$ cat src/rtl/stk_regs.svh
// Register map, field positions and reset values of the system tick timer
// Included by the design files; definitions only
`ifndef STK_REGS_SVH
`define STK_REGS_SVH

`define STK_OFS_CTRL        4'h0
`define STK_OFS_RELOAD      4'h4
`define STK_OFS_CURRENT     4'h8
`define STK_OFS_CALIB       4'hc
`define STK_BASE_ADDR       32'he000e010

`define STK_CS_ENABLE_BIT   0
`define STK_CS_EXC_BIT      1
`define STK_CS_SRC_BIT      2
`define STK_CS_FLAG_BIT     16
`define STK_CAL_REFABS_BIT  31

`define STK_RST_CTRL        32'h00000000
`define STK_RST_RELOAD      24'h000000
`define STK_RST_CURRENT     24'h000000
`define STK_CAL_TEN_MS      24'h002328
`define STK_REF_DIV         4'h8
`define STK_UNMAPPED_DATA   32'h00000000

`endif

$ cat src/rtl/stk_pkg.sv
// Types shared by the system tick timer files
// No surroundings assumed
package stk_pkg;
   typedef logic [23:0] stk_count_t;
   typedef enum logic [2:0] {
      STK_BUS_IDLE = 3'b001,
      STK_BUS_ACK  = 3'b010,
      STK_BUS_RSV  = 3'b100
   } stk_bus_e;
endpackage

$ cat src/rtl/stk_ref_tick.sv
// Reference tick divider: one-cycle enable every DIV clocks
// Assumes a single clock domain and synchronous active-low reset
`timescale 1ns/1ps
`default_nettype none
`include "stk_regs.svh"
module stk_ref_tick #(
   parameter int DIV = 8
) (
   input  wire logic clk_i,
   input  wire logic rst_n_i,
   input  wire logic run_i,
   output logic      tick_o
);
   logic [3:0] cnt_ff;
   logic [3:0] nxt_cnt;

   // Counter stops with the gated clock so the phase resumes where it was
   always_comb begin
      nxt_cnt = cnt_ff;
      if (run_i) begin
         if (cnt_ff == 4'(DIV - 1)) begin
            nxt_cnt = 4'h0;
         end else begin
            nxt_cnt = cnt_ff + 4'h1;
         end
      end
   end

   always_ff @(posedge clk_i) begin
      if (!rst_n_i) begin
         cnt_ff <= 4'h0;
      end else begin
         cnt_ff <= nxt_cnt;
      end
   end

   assign tick_o = run_i && (cnt_ff == 4'(DIV - 1));
endmodule
`default_nettype wire

$ cat src/rtl/stk_timer.sv
// System tick timer: 24-bit periodic down-counter with Avalon-MM registers
// Assumes one 200 MHz clock, synchronous reset, word accesses from software
//
// How it works
// - 24-bit down-counter reloads after reaching zero
// - Counter holds while core is debug-halted
// - Zero flag at bit 16, cleared by read
// - Bit 2 picks divided-by-eight or full-rate tick
// - Bit 1 gates the exception request
// - Enable loads reload value, counts, flags, reloads
// - Reload register holds 24-bit start value
// - Flag and request only on 1 to 0
// - Current register reads live counter
// - Writing current register zeroes counter, and flag unless a 1 to 0 step sets it
// - Calibration bit 31 reads zero
// - Calibration low bits hold ten-millisecond count
// - Counting stops while the core clock is gated
// - Registers at offsets 0, 4, 8, 0xc
// - Reset clears control, reload and current value
//
// The Avalon-MM slave port is this design's own decision.
`timescale 1ns/1ps
`default_nettype none
`include "stk_regs.svh"
module stk_timer #(
   parameter logic [23:0] TEN_MILLISECOND_COUNT_COUNT = `STK_CAL_TEN_MS,
   parameter int          REF_DIV     = 8
) (
   // Clock and reset
   input  wire logic        SYS_CLK_I,
   input  wire logic        RSTN_I,
   // Core status
   input  wire logic        DEBUG_HALT_I,
   input  wire logic        CORE_CLK_RUN_I,
   // Avalon-MM slave
   input  wire logic [3:0]  AVS_ADDRESS_I,
   input  wire logic        AVS_READ_I,
   input  wire logic        AVS_WRITE_I,
   input  wire logic [31:0] AVS_WRITEDATA_I,
   input  wire logic [3:0]  AVS_BYTEENABLE_I,
   output logic [31:0]      AVS_READDATA_O,
   output logic             AVS_WAITREQUEST_O,
   // Exception request
   output logic             TICK_EXC_REQ_O
);
   stk_pkg::stk_bus_e   bus_ff;
   stk_pkg::stk_bus_e   nxt_bus;
   logic                enable_ff;
   logic                exc_en_ff;
   logic                src_ff;
   logic                flag_ff;
   stk_pkg::stk_count_t reload_ff;
   stk_pkg::stk_count_t count_ff;
   logic [31:0]         rdata_ff;
   logic                req_ff;
   logic                nxt_enable;
   logic                nxt_exc_en;
   logic                nxt_src;
   logic                nxt_flag;
   stk_pkg::stk_count_t nxt_reload;
   stk_pkg::stk_count_t nxt_count;
   logic [31:0]         nxt_rdata;
   logic                nxt_req;
   logic                ref_tick;
   logic                tick;
   logic                hit_zero;
   logic                acc;
   logic                wr;
   logic                rd;

   stk_ref_tick #(
      .DIV     (REF_DIV)
   ) u_ref (
      .clk_i   (SYS_CLK_I),
      .rst_n_i (RSTN_I),
      .run_i   (CORE_CLK_RUN_I),
      .tick_o  (ref_tick)
   );

   // One wait cycle: request is taken in IDLE, answered in ACK
   assign acc = (AVS_READ_I || AVS_WRITE_I) && (bus_ff == stk_pkg::STK_BUS_IDLE);
   assign wr  = acc && AVS_WRITE_I;
   assign rd  = acc && AVS_READ_I;
   assign AVS_WAITREQUEST_O = !(bus_ff == stk_pkg::STK_BUS_ACK);

   always_comb begin
      case (bus_ff)
         stk_pkg::STK_BUS_IDLE: begin
            nxt_bus = acc ? stk_pkg::STK_BUS_ACK : stk_pkg::STK_BUS_IDLE;
         end
         default: begin
            nxt_bus = stk_pkg::STK_BUS_IDLE;
         end
      endcase
   end

   // Tick stalls in debug halt and while the core clock is gated
   assign tick = enable_ff && !DEBUG_HALT_I && CORE_CLK_RUN_I
                 && (src_ff ? 1'b1 : ref_tick);
   assign hit_zero = tick && (count_ff == 24'h000001);

   always_comb begin
      nxt_enable = enable_ff;
      nxt_exc_en = exc_en_ff;
      nxt_src    = src_ff;
      nxt_flag   = flag_ff;
      nxt_reload = reload_ff;
      nxt_count  = count_ff;
      nxt_rdata  = rdata_ff;
      nxt_req    = 1'b0;
      // Counter step
      if (tick) begin
         if (count_ff == 24'h000000) begin
            nxt_count = reload_ff;
         end else begin
            nxt_count = count_ff - 24'h000001;
         end
      end
      // Register writes; offsets are byte addresses
      if (wr) begin
         if (AVS_ADDRESS_I == `STK_OFS_CTRL) begin
            nxt_enable = AVS_WRITEDATA_I[`STK_CS_ENABLE_BIT];
            nxt_exc_en = AVS_WRITEDATA_I[`STK_CS_EXC_BIT];
            nxt_src    = AVS_WRITEDATA_I[`STK_CS_SRC_BIT];
            if (AVS_WRITEDATA_I[`STK_CS_ENABLE_BIT] && !enable_ff) begin
               nxt_count = reload_ff;
            end
         end else if (AVS_ADDRESS_I == `STK_OFS_RELOAD) begin
            nxt_reload = AVS_WRITEDATA_I[23:0];
         end else if (AVS_ADDRESS_I == `STK_OFS_CURRENT) begin
            nxt_count = 24'h000000;
            nxt_flag  = 1'b0;
         end
      end
      // Register reads captured in the accepting cycle
      if (rd) begin
         if (AVS_ADDRESS_I == `STK_OFS_CTRL) begin
            nxt_rdata = 32'h00000000;
            nxt_rdata[`STK_CS_FLAG_BIT]   = flag_ff;
            nxt_rdata[`STK_CS_SRC_BIT]    = src_ff;
            nxt_rdata[`STK_CS_EXC_BIT]    = exc_en_ff;
            nxt_rdata[`STK_CS_ENABLE_BIT] = enable_ff;
            nxt_flag = 1'b0;
         end else if (AVS_ADDRESS_I == `STK_OFS_RELOAD) begin
            nxt_rdata = {8'h00, reload_ff};
         end else if (AVS_ADDRESS_I == `STK_OFS_CURRENT) begin
            nxt_rdata = {8'h00, count_ff};
         end else if (AVS_ADDRESS_I == `STK_OFS_CALIB) begin
            nxt_rdata = {8'h00, TEN_MILLISECOND_COUNT_COUNT};
            nxt_rdata[`STK_CAL_REFABS_BIT] = 1'b0;
         end else begin
            nxt_rdata = `STK_UNMAPPED_DATA;
         end
      end
      // Hardware set wins over a read clear in the same cycle
      if (hit_zero) begin
         nxt_flag = 1'b1;
         nxt_req  = exc_en_ff;
      end
   end

   always_ff @(posedge SYS_CLK_I) begin
      if (!RSTN_I) begin
         bus_ff    <= stk_pkg::STK_BUS_IDLE;
         enable_ff <= 1'b0;
         exc_en_ff <= 1'b0;
         src_ff    <= 1'b0;
         flag_ff   <= 1'b0;
         reload_ff <= `STK_RST_RELOAD;
         count_ff  <= `STK_RST_CURRENT;
         rdata_ff  <= 32'h00000000;
         req_ff    <= 1'b0;
      end else begin
         bus_ff    <= nxt_bus;
         enable_ff <= nxt_enable;
         exc_en_ff <= nxt_exc_en;
         src_ff    <= nxt_src;
         flag_ff   <= nxt_flag;
         reload_ff <= nxt_reload;
         count_ff  <= nxt_count;
         rdata_ff  <= nxt_rdata;
         req_ff    <= nxt_req;
      end
   end

   assign AVS_READDATA_O = rdata_ff;
   assign TICK_EXC_REQ_O = req_ff;
endmodule
`default_nettype wire

$ cat config.mk
export PLATFORM = sky130hd
export DESIGN_NAME = stk_timer
export DESIGN_NICKNAME = d
export VERILOG_FILES = /design/src/rtl/stk_pkg.sv /design/src/rtl/stk_ref_tick.sv /design/src/rtl/stk_timer.sv
export VERILOG_INCLUDE_DIRS = /design/src /design/src/rtl
export SDC_FILE = /design/constraint.sdc
export NUM_CORES = 1
export LEC_CHECK = 0
export BUFFER_PORTS_ARGS = -buffer_cell sky130_fd_sc_hd__buf_2
export CORE_ASPECT_RATIO = 1.25
export CORE_MARGIN = 3
export CORE_UTILIZATION = 40
export CTS_BUF_LIST = sky130_fd_sc_hd__clkbuf_4
export DETAILED_ROUTE_END_ITERATION = 8
export MAX_ROUTING_LAYER = met4
export SETUP_SLACK_MARGIN = 0.5
export SYNTH_ARGS = -nofsm -noshare
export SYNTH_HDL_FRONTEND = slang
export SYNTH_HIERARCHICAL = 1
export SYNTH_SLANG_ARGS = --single-unit
$ cat constraint.sdc
create_clock -name SYS_CLK_I -period 4.3 [get_ports SYS_CLK_I]
set_input_delay 0.86 -clock SYS_CLK_I [delete_from_list [all_inputs] [get_ports SYS_CLK_I]]
set_output_delay 0.86 -clock SYS_CLK_I [all_outputs]
set_load 0.05 [all_outputs]
==> flow_metrics.env, run 1 <==
export IMPL_hpwl_um=8800
export IMPL_crit_required_ps=4620
export IMPL_syn_area_um2=4150
export IMPL_synth_cell_types=55
export IMPL_powerDensity_nw_per_um2=306
export IMPL_wl_um=12500
export IMPL_finalWeightedCongestion=0.910
export IMPL_cts_root_buf="clkbuf_4"
export IMPL_htreeDepth=3
export IMPL_grt_pass1_vias=3858
export IMPL_synth_edf_count=0
export IMPL_dpl_cell_count=698
export IMPL_setup_viol_count_final=0
export IMPL_hold_slack_ps=491
export IMPL_numCtsBuffers=9
export IMPL_clock_skew_ps=12.9
export IMPL_slowest_stage="nor4_1"
export IMPL_antenna_found_initial=0
export IMPL_ir_drop_mv=0.144
export IMPL_power_mw=1.43
export IMPL_max_freq_mhz=316
export IMPL_start_util_pct=42.1
export IMPL_seq_area_um2=1660
export IMPL_coreArea_um2=9860
export IMPL_timing_final_crit_share_pct=73.5
export IMPL_multi_input_area_um2=2300
export IMPL_post_cts_resized=0
export IMPL_netlist_area_leader_share_pct=40.0
export IMPL_via_per_inst=5.79
export IMPL_ant_nets=0
export IMPL_synth_area_leaders="dfxtp_1, nand2_1, a21oi_1, a221oi_1, nor2_1"
export IMPL_synth_top_flop_cell="dfxtp_1"
export IMPL_hold_class="reg2reg"
export IMPL_firstDrtPassIters=4
export IMPL_clock_latency_ps=440
export IMPL_grt_pass1_wl_um=20100
export IMPL_cts_tree="built"
export IMPL_async_flop_share_pct=0
export IMPL_synthCells=536
export IMPL_drive_above_1_share_pct=15.8
export IMPL_utilization_pct=47.3
export IMPL_rsz0062_at_grt="false"
export IMPL_critPathMaxFanout=6
export IMPL_num_rows=40
export IMPL_critical_path_class="reg2reg"
export IMPL_max_cap_violations=0
export IMPL_num_vias=4134
export IMPL_arrival_ps=3480
export IMPL_path_clk_slew_ps=120
export IMPL_start_kind="register"
export IMPL_postCtsSetupBuffers=0
export IMPL_fp_dieArea_um2=11600
export IMPL_synth_warning_count=6
export IMPL_cts_sinks=83
export IMPL_drt_iter0_drc=300
export IMPL_syn2layout_area_growth_pct=12.4
export IMPL_finalSetupTns_ps=0
export IMPL_die_w_um=97.1
export IMPL_cts_path_max_buffers=2
export IMPL_crit_path_end_kind="register"
export IMPL_p_leak_nw=1.83
export IMPL_post_synth_top_count_cell="nand2_1"
export IMPL_drc_errors=0
export IMPL_worstMarginPinSlew_ps=1080
export IMPL_numPortBuffers=59
export IMPL_n_antenna_cell=0
export IMPL_synth_common_cells="nand2_1, dfxtp_1, a21oi_1"
export IMPL_grt_start_max_net_pins=62
export IMPL_grt_ovfl_total=0
export IMPL_ctsHoldBuffers=0
export IMPL_status="finished clean"
export IMPL_grtUsageTotal_pct=22.4
export IMPL_drv_slew=0
export IMPL_finalHoldViolCount=0
export IMPL_layout_min_cycle_time_ps=3160
export IMPL_crit_chain="or4_1 -> or4_4 -> nor4_1 -> buf_4 -> o21ai_0 -> o311ai_0 -> o211ai_1"
export IMPL_crit_family="simple AND/OR/NAND/NOR gates"
export IMPL_relSlewSlack_pct=27.6
export IMPL_critPathMaxStageDelay_ps=710
export IMPL_synth_seq_cells=83
export IMPL_final_cell_count_no_fill=714
export IMPL_wl_per_cell_um=17.6
export IMPL_die_y_um=120
export IMPL_io_pins=80
export IMPL_ys_seq_area_share_pct=40.0
export IMPL_synth_top_cell_by_area="dfxtp_1"
export IMPL_syn_area_per_cell_um2=7.74
export IMPL_final_nets=633
export IMPL_nFillCells=1013
export IMPL_worst_path_buf_inv=1
[placed cells by master (no fill, tap or decap), drive strengths merged, types with 6 or more instances in the layout]
master and n:
a21oi 51, o21ai 29, nor4 7, inv 7, or4 9, nand2b 6, conb 8, buf 72
nor2 45, nand2 95, nor3 30, mux2i 11, clkbuf 9, dfxtp 83, a221oi 20, nand3 14
nor2b 6
[layout make-up]
| cell class | count | area share, % |
|---|---|---|
| tap | 126 | 3.38 |
| clock inverter | 7 | 1.26 |
| timing repair buffer | 72 | 8.42 |
| sequential | 83 | 35.6 |
| inverter | 7 | 0.563 |
| multi-input combinational | 410 | 49.3 |
| clock buffer | 9 | 1.45 |
[worst min-delay path, delay by kind of cell (launching register included)]
family           cells  cell delay (ps)
DFF                  1              350
and+or+nand+nor      2              110
[where the power goes]
group / internal, mW / switching [mW]
registers: 0.788 / 0.0118
clock network: 0.170 / 0.262
logic: 0.0519 / 0.144
[state kept, by name, summed over array words and instances, names as in the netlist]
| name | cells |
|---|---|
| AVS_READDATA_O | 24 |
| TICK_EXC_REQ_O | 1 |
| bus_ff | 2 |
| count_ff | 24 |
| enable_ff | 1 |
| exc_en_ff | 1 |
| flag_ff | 1 |
| reload_ff | 24 |
| src_ff | 1 |
| u_ref/cnt_ff | 4 |
[cell families (layout without fill, tap and decap cells)]
kind of cell,count (synthesis),in the layout,synth area share (%)
compound gates,142,142,21.8
xor+xnor,5,5,1.06
fa+ha+maj,4,4,1.21
buf+inv,50,95,5.34
flops,83,83,40.0
mux,11,11,2.65
other cells,1,8,0.0904
simple gates,240,240,27.8
[through the flow]
step	instance area (um2)	worst slack [ps]
after floorplan	4180	1610
after global placement	4540	1160
after CTS	4660	1210
final	4660	1140
after detailed placement	4540	1130
after global routing	4660	997
[per-layer routing]
| metal | share of wire, % | GRT usage (%) | wire, um |
|---|---|---|---|
| met1 | 44 | 27.4 | 5460 |
| met2 | 49 | 36.8 | 6080 |
| met4 | 3.2 | 10.7 | 398 |
| met3 | 4.7 | 2.73 | 590 |
| met5 | 0 | - | 0 |
[path summary, 6_finish.rpt]
path | from | to | slack, ps | depth (start not counted)
worst max-delay path | count_ff[18]$_SDFF_PN0_ | count_ff[15]$_SDFF_PN0_ | 1140 | 7
worst min-delay path | reload_ff[5]$_SDFFE_PN0P_ | count_ff[5]$_SDFF_PN0_ | 490 | 2
worst max register to register | count_ff[18]$_SDFF_PN0_ | count_ff[15]$_SDFF_PN0_ | 1140 | 7
worst min register to register | reload_ff[5]$_SDFFE_PN0P_ | count_ff[5]$_SDFF_PN0_ | 490 | 2
Note: power is estimated with default switching activity, not from simulation.
==> run 2, diff against run 1 <==
==> constraint.sdc (replaced) <==
create_clock -name SYS_CLK_I -period 2.9 [get_ports SYS_CLK_I]
set_input_delay 0.58 -clock SYS_CLK_I [delete_from_list [all_inputs] [get_ports SYS_CLK_I]]
set_output_delay 0.58 -clock SYS_CLK_I [all_outputs]
set_load 0.05 [all_outputs]
==> flow_metrics.env, run 2 (synthesized netlist as in run 1, its figures left out) <==
export IMPL_status="finished clean"
export IMPL_start_kind="register"
export IMPL_max_freq_mhz=414
export IMPL_ant_nets=0
export IMPL_n_antenna_cell=0
export IMPL_crit_path_end_kind="register"
export IMPL_min_from="AVS_WRITEDATA_I[3]"
export IMPL_clock_latency_ps=450
export IMPL_grt_ovfl_total=0
export IMPL_final_common_cell="nand2_1"
export IMPL_ir_drop_mv=0.209
export IMPL_top_usage_layer="met2"
export IMPL_io_pins=80
export IMPL_drc_errors=0
export IMPL_nFillCells=987
export IMPL_critical_path_class="reg2reg"
export IMPL_cts_tree="built"
export IMPL_timing_final_crit_share_pct=83.2
export IMPL_firstDrtPassIters=5
export IMPL_hpwl_um=9510
export IMPL_crit_start="count_ff[18]$_SDFF_PN0_"
export IMPL_cts_path_max_buffers=2
export IMPL_syn2layout_area_growth_pct=21.4
export IMPL_numCtsBuffers=9
export IMPL_grt_util_met1_pct=27.3
export IMPL_fp_dieArea_um2=11600
export IMPL_drive_above_1_share_pct=22.7
export IMPL_hold_slack_ps=357
export IMPL_grt_start_max_net_pins=35
export IMPL_finalWeightedCongestion=0.957
export IMPL_wl_um=13100
export IMPL_arrival_ps=2760
export IMPL_powerDensity_nw_per_um2=449
export IMPL_max_cap_violations=0
export IMPL_via_per_inst=5.77
export IMPL_coreArea_um2=9860
export IMPL_cts_root_buf="clkbuf_4"
export IMPL_final_nets=661
export IMPL_worstMarginPinSlew_ps=571
export IMPL_r2r_start="count_ff[18]$_SDFF_PN0_"
export IMPL_drt_iter0_drc=281
export IMPL_ctsHoldBuffers=0
export IMPL_p_leak_nw=2.02
export IMPL_cts_sinks=83
export IMPL_htreeDepth=3
export IMPL_grt_pass1_vias=4078
export IMPL_num_rows=40
export IMPL_setup_viol_count_final=0
export IMPL_layout_cells_most_common_list="nand2_1, dfxtp_1, buf_2"
export IMPL_utilization_pct=51.1
export IMPL_num_vias=4284
export IMPL_numPortBuffers=59
export IMPL_start_util_pct=42.1
export IMPL_hold_class="in2reg"
export IMPL_grtUsageTotal_pct=22.7
export IMPL_antenna_found_initial=0
export IMPL_grt_pass1_wl_um=20700
export IMPL_gr_usage_met3_pct=3.84
export IMPL_wl_per_cell_um=17.7
export IMPL_die_y_um=120
export IMPL_finalHoldViolCount=0
export IMPL_die_w_um=97.1
export IMPL_met2_usage_pct=37.2
export IMPL_finalSetupTns_ps=0
export IMPL_critPathMaxFanout=8
export IMPL_drv_slew=0
export IMPL_crit_required_ps=3240
export IMPL_path_clk_slew_ps=140
export IMPL_rsz0062_at_grt="true"
export IMPL_layout_min_cycle_time_ps=2410
export IMPL_relSlewSlack_pct=61.9
export IMPL_clock_skew_ps=16.9
-- run 2: report_power, final --
| group | internal (mW) | total (mW) | switching (mW) |
|---|---|---|---|
| sequential | 1.17 | 1.19 | 0.0178 |
| combinational | 0.0859 | 0.303 | 0.217 |
| clock | 0.361 | 0.772 | 0.411 |
| total | 1.62 | 2.26 | 0.647 |
-- run 2: repair_timing --
| item | in CTS | in global routing |
|---|---|---|
| setup endpoints to repair | 18 | 15 |
| buffers inserted | 0 | 8 |
| resized for setup | 9 | 15 |
| pin swaps | 0 | 6 |
-- run 2: worst paths after layout --
check,slack (ps),depth (start not counted),end
worst max-delay path,490,7,count_ff[13]$_SDFF_PN0_
worst max register to register,490,7,count_ff[13]$_SDFF_PN0_
worst min-delay path,360,3,reload_ff[3]$_SDFFE_PN0P_
worst min register to register,480,2,count_ff[5]$_SDFF_PN0_
-- run 2: cell type report --
type | instances | area, um2 | share of cell area (%)
multi-input combinational | 410 | 2400 | 47.6
sequential | 83 | 1660 | 33.1
clock inverter | 6 | 90.1 | 1.79
clock buffer | 10 | 75.1 | 1.49
inverter | 7 | 26.3 | 0.522
timing repair buffer | 100 | 623 | 12.4
tap | 126 | 158 | 3.13
-- run 2: routing by layer --
metal | up-vias | share of wire, %
met2 | 166 | 48
li1 | 2073 | -
met5 | - | 0
met4 | 0 | 3.2
met3 | 35 | 5.8
met1 | 2010 | 42
-- run 2: worst max-delay path, stage by stage, from the launching register on --
cell and delay, ps:
dfxtp_2 360, or4_4 540, or4_4 480, nor4_4 300
buf_6 190, buf_4 130, nand3b_1 70, a32o_1 250
-- run 2: through the flow --
stage                     cell area (um2)  power [mW]  setup WS, ps  instances
after floorplan                      4180        1.42           547        543
after global placement               4710        1.51           342        718
after detailed placement             4710        1.51           341        718
after CTS                            4920        2.29           500        734
after global routing                 5030        2.36           423        742
final                                5030        2.26           486        742
==> run 3, diff against run 2 <==
==> constraint.sdc (replaced) <==
create_clock -name SYS_CLK_I -period 2.05 [get_ports SYS_CLK_I]
set_input_delay 0.41 -clock SYS_CLK_I [delete_from_list [all_inputs] [get_ports SYS_CLK_I]]
set_output_delay 0.41 -clock SYS_CLK_I [all_outputs]
set_load 0.05 [all_outputs]
==> flow_metrics.env, run 3 (synthesized netlist as in run 1, its figures left out) <==
export IMPL_drv_slew=0
export IMPL_finalHoldViolCount=0
export IMPL_critical_path_class="reg2reg"
export IMPL_finalWeightedCongestion=0.931
export IMPL_post_place_ws_ps=-329
export IMPL_start_util_pct=42.1
export IMPL_critPathMaxStageDelay_ps=550
export IMPL_layout_cells_most_common_list="buf_4, nand2_1, dfxtp_1"
export IMPL_grt_start_max_net_pins=25
export IMPL_final_cell_count_no_fill=813
export IMPL_die_w_um=97.1
export IMPL_hold_class="in2reg"
export IMPL_fp_dieArea_um2=11600
export IMPL_p_leak_nw=2.43
export IMPL_io_pins=80
export IMPL_die_y_um=120
export IMPL_layout_min_cycle_time_ps=2440
export IMPL_ctsHoldBuffers=0
export IMPL_num_vias=4586
export IMPL_cts_sinks=83
export IMPL_antenna_found_initial=0
export IMPL_grt_pass1_wl_um=22900
export IMPL_path_clk_slew_ps=130
export IMPL_max_freq_mhz=410
export IMPL_crit_required_ps=2450
export IMPL_cts_path_max_buffers=2
export IMPL_syn2layout_area_growth_pct=40.1
export IMPL_crit_start="count_ff[19]$_SDFF_PN0_"
export IMPL_r2r_setup_slack_ps=-390
export IMPL_powerDensity_nw_per_um2=536
export IMPL_min_from="AVS_WRITEDATA_I[7]"
export IMPL_dpl_cell_count=787
export IMPL_final_common_cell="buf_4"
export IMPL_ant_nets=0
export IMPL_n_antenna_cell=0
export IMPL_via_per_inst=5.64
export IMPL_grt_pass1_vias=4401
export IMPL_clock_latency_ps=460
export IMPL_status="complete, but fails checks"
export IMPL_timing_final_crit_share_pct=119
export IMPL_hold_slack_ps=184
export IMPL_violations="setup timing"
export IMPL_numCtsBuffers=9
export IMPL_arrival_ps=2830
export IMPL_grtUsageTotal_pct=25.9
export IMPL_cts_tree="built"
export IMPL_wl_um=14600
export IMPL_critPathMaxFanout=4
export IMPL_max_cap_violations=0
export IMPL_seq_area_um2=1670
export IMPL_hpwl_um=10600
export IMPL_path_common_cell="or4_4"
export IMPL_placed_area_um2=5270
export IMPL_numPortBuffers=59
export IMPL_r2r_start="count_ff[19]$_SDFF_PN0_"
export IMPL_crit_path_end_kind="register"
export IMPL_worstMarginPinSlew_ps=593
export IMPL_fin_area_um2=5810
export IMPL_firstDrtPassIters=5
export IMPL_htreeDepth=3
export IMPL_final_nets=733
export IMPL_crit_chain="or4_4 -> or4_4 -> nor4_4 -> buf_4 -> nor3_2 -> or4_1 -> a21oi_1"
export IMPL_start_kind="register"
export IMPL_cts_root_buf="clkbuf_4"
export IMPL_nFillCells=944
export IMPL_wl_per_cell_um=18.0
export IMPL_timing_final_ws_setup_ps=-389
export IMPL_drc_errors=0
export IMPL_drive_above_1_share_pct=36.1
export IMPL_relSlewSlack_pct=60.4
export IMPL_drt_iter0_drc=241
export IMPL_grt_ovfl_total=0
export IMPL_num_rows=40
export IMPL_coreArea_um2=9860
export IMPL_clock_skew_ps=15.3
export IMPL_rsz0062_at_grt="true"
export IMPL_slowest_stage="or4_4"
export IMPL_multi_input_area_um2=2630
export IMPL_setup_viol_count_final=25
export IMPL_ir_drop_mv=0.332
[run 3: per-layer routing]
metal  global-route usage (%)  wire length [um]
met3                     3.37               830
met4                     14.1               693
met5                        -                 0
met2                     43.8              7260
met1                     29.7              5860
[run 3: worst paths after layout]
kind	to	depth (start not counted)
hold / removal	reload_ff[7]$_SDFFE_PN0P_	3
setup / recovery	count_ff[9]$_SDFF_PN0_	7
hold reg to reg	count_ff[5]$_SDFF_PN0_	2
setup reg to reg	count_ff[9]$_SDFF_PN0_	7
[run 3: worst max-delay path, delay by kind of cell, from the launching register on]
family / cells / cell delay (ps)
compound gates: 1 / 150
buf+inv: 1 / 190
flops: 1 / 350
simple gates: 5 / 1700
[run 3: cell type report]
type                       count  area share (%)
timing repair buffer         172            20.7
sequential                    83            28.7
tap                          126            2.71
clock buffer                  10            1.29
inverter                       7           0.452
multi-input combinational    410            45.2
clock inverter                 5           0.947
[run 3: per-stage QoR]
| step | utilization [%] | TNS, ps | total power [mW] |
|---|---|---|---|
| 2_1_floorplan | - | -4210 | 2.02 |
| 3_3_place_gp | 53.5 | -4560 | 2.18 |
| 3_5_place_dp | 53.5 | -4700 | 2.18 |
| 4_1_cts | 57.4 | -5450 | 3.14 |
| 5_1_grt | 59.0 | -7870 | 3.25 |
| 6_report | 59.0 | -6230 | 3.11 |
[run 3: power breakdown]
| group | switching [mW] | internal, mW | total [mW] |
|---|---|---|---|
| clock network | 0.572 | 0.374 | 0.947 |
| registers | 0.0249 | 1.65 | 1.68 |
| logic | 0.324 | 0.164 | 0.488 |
[run 3: timing repair]
action / CTS / global route
setup buffers: 7 / 3
pin swaps: 11 / 11
gates cloned: 1 / 0
setup endpoints to repair: 31 / 45
gates resized for setup: 46 / 26
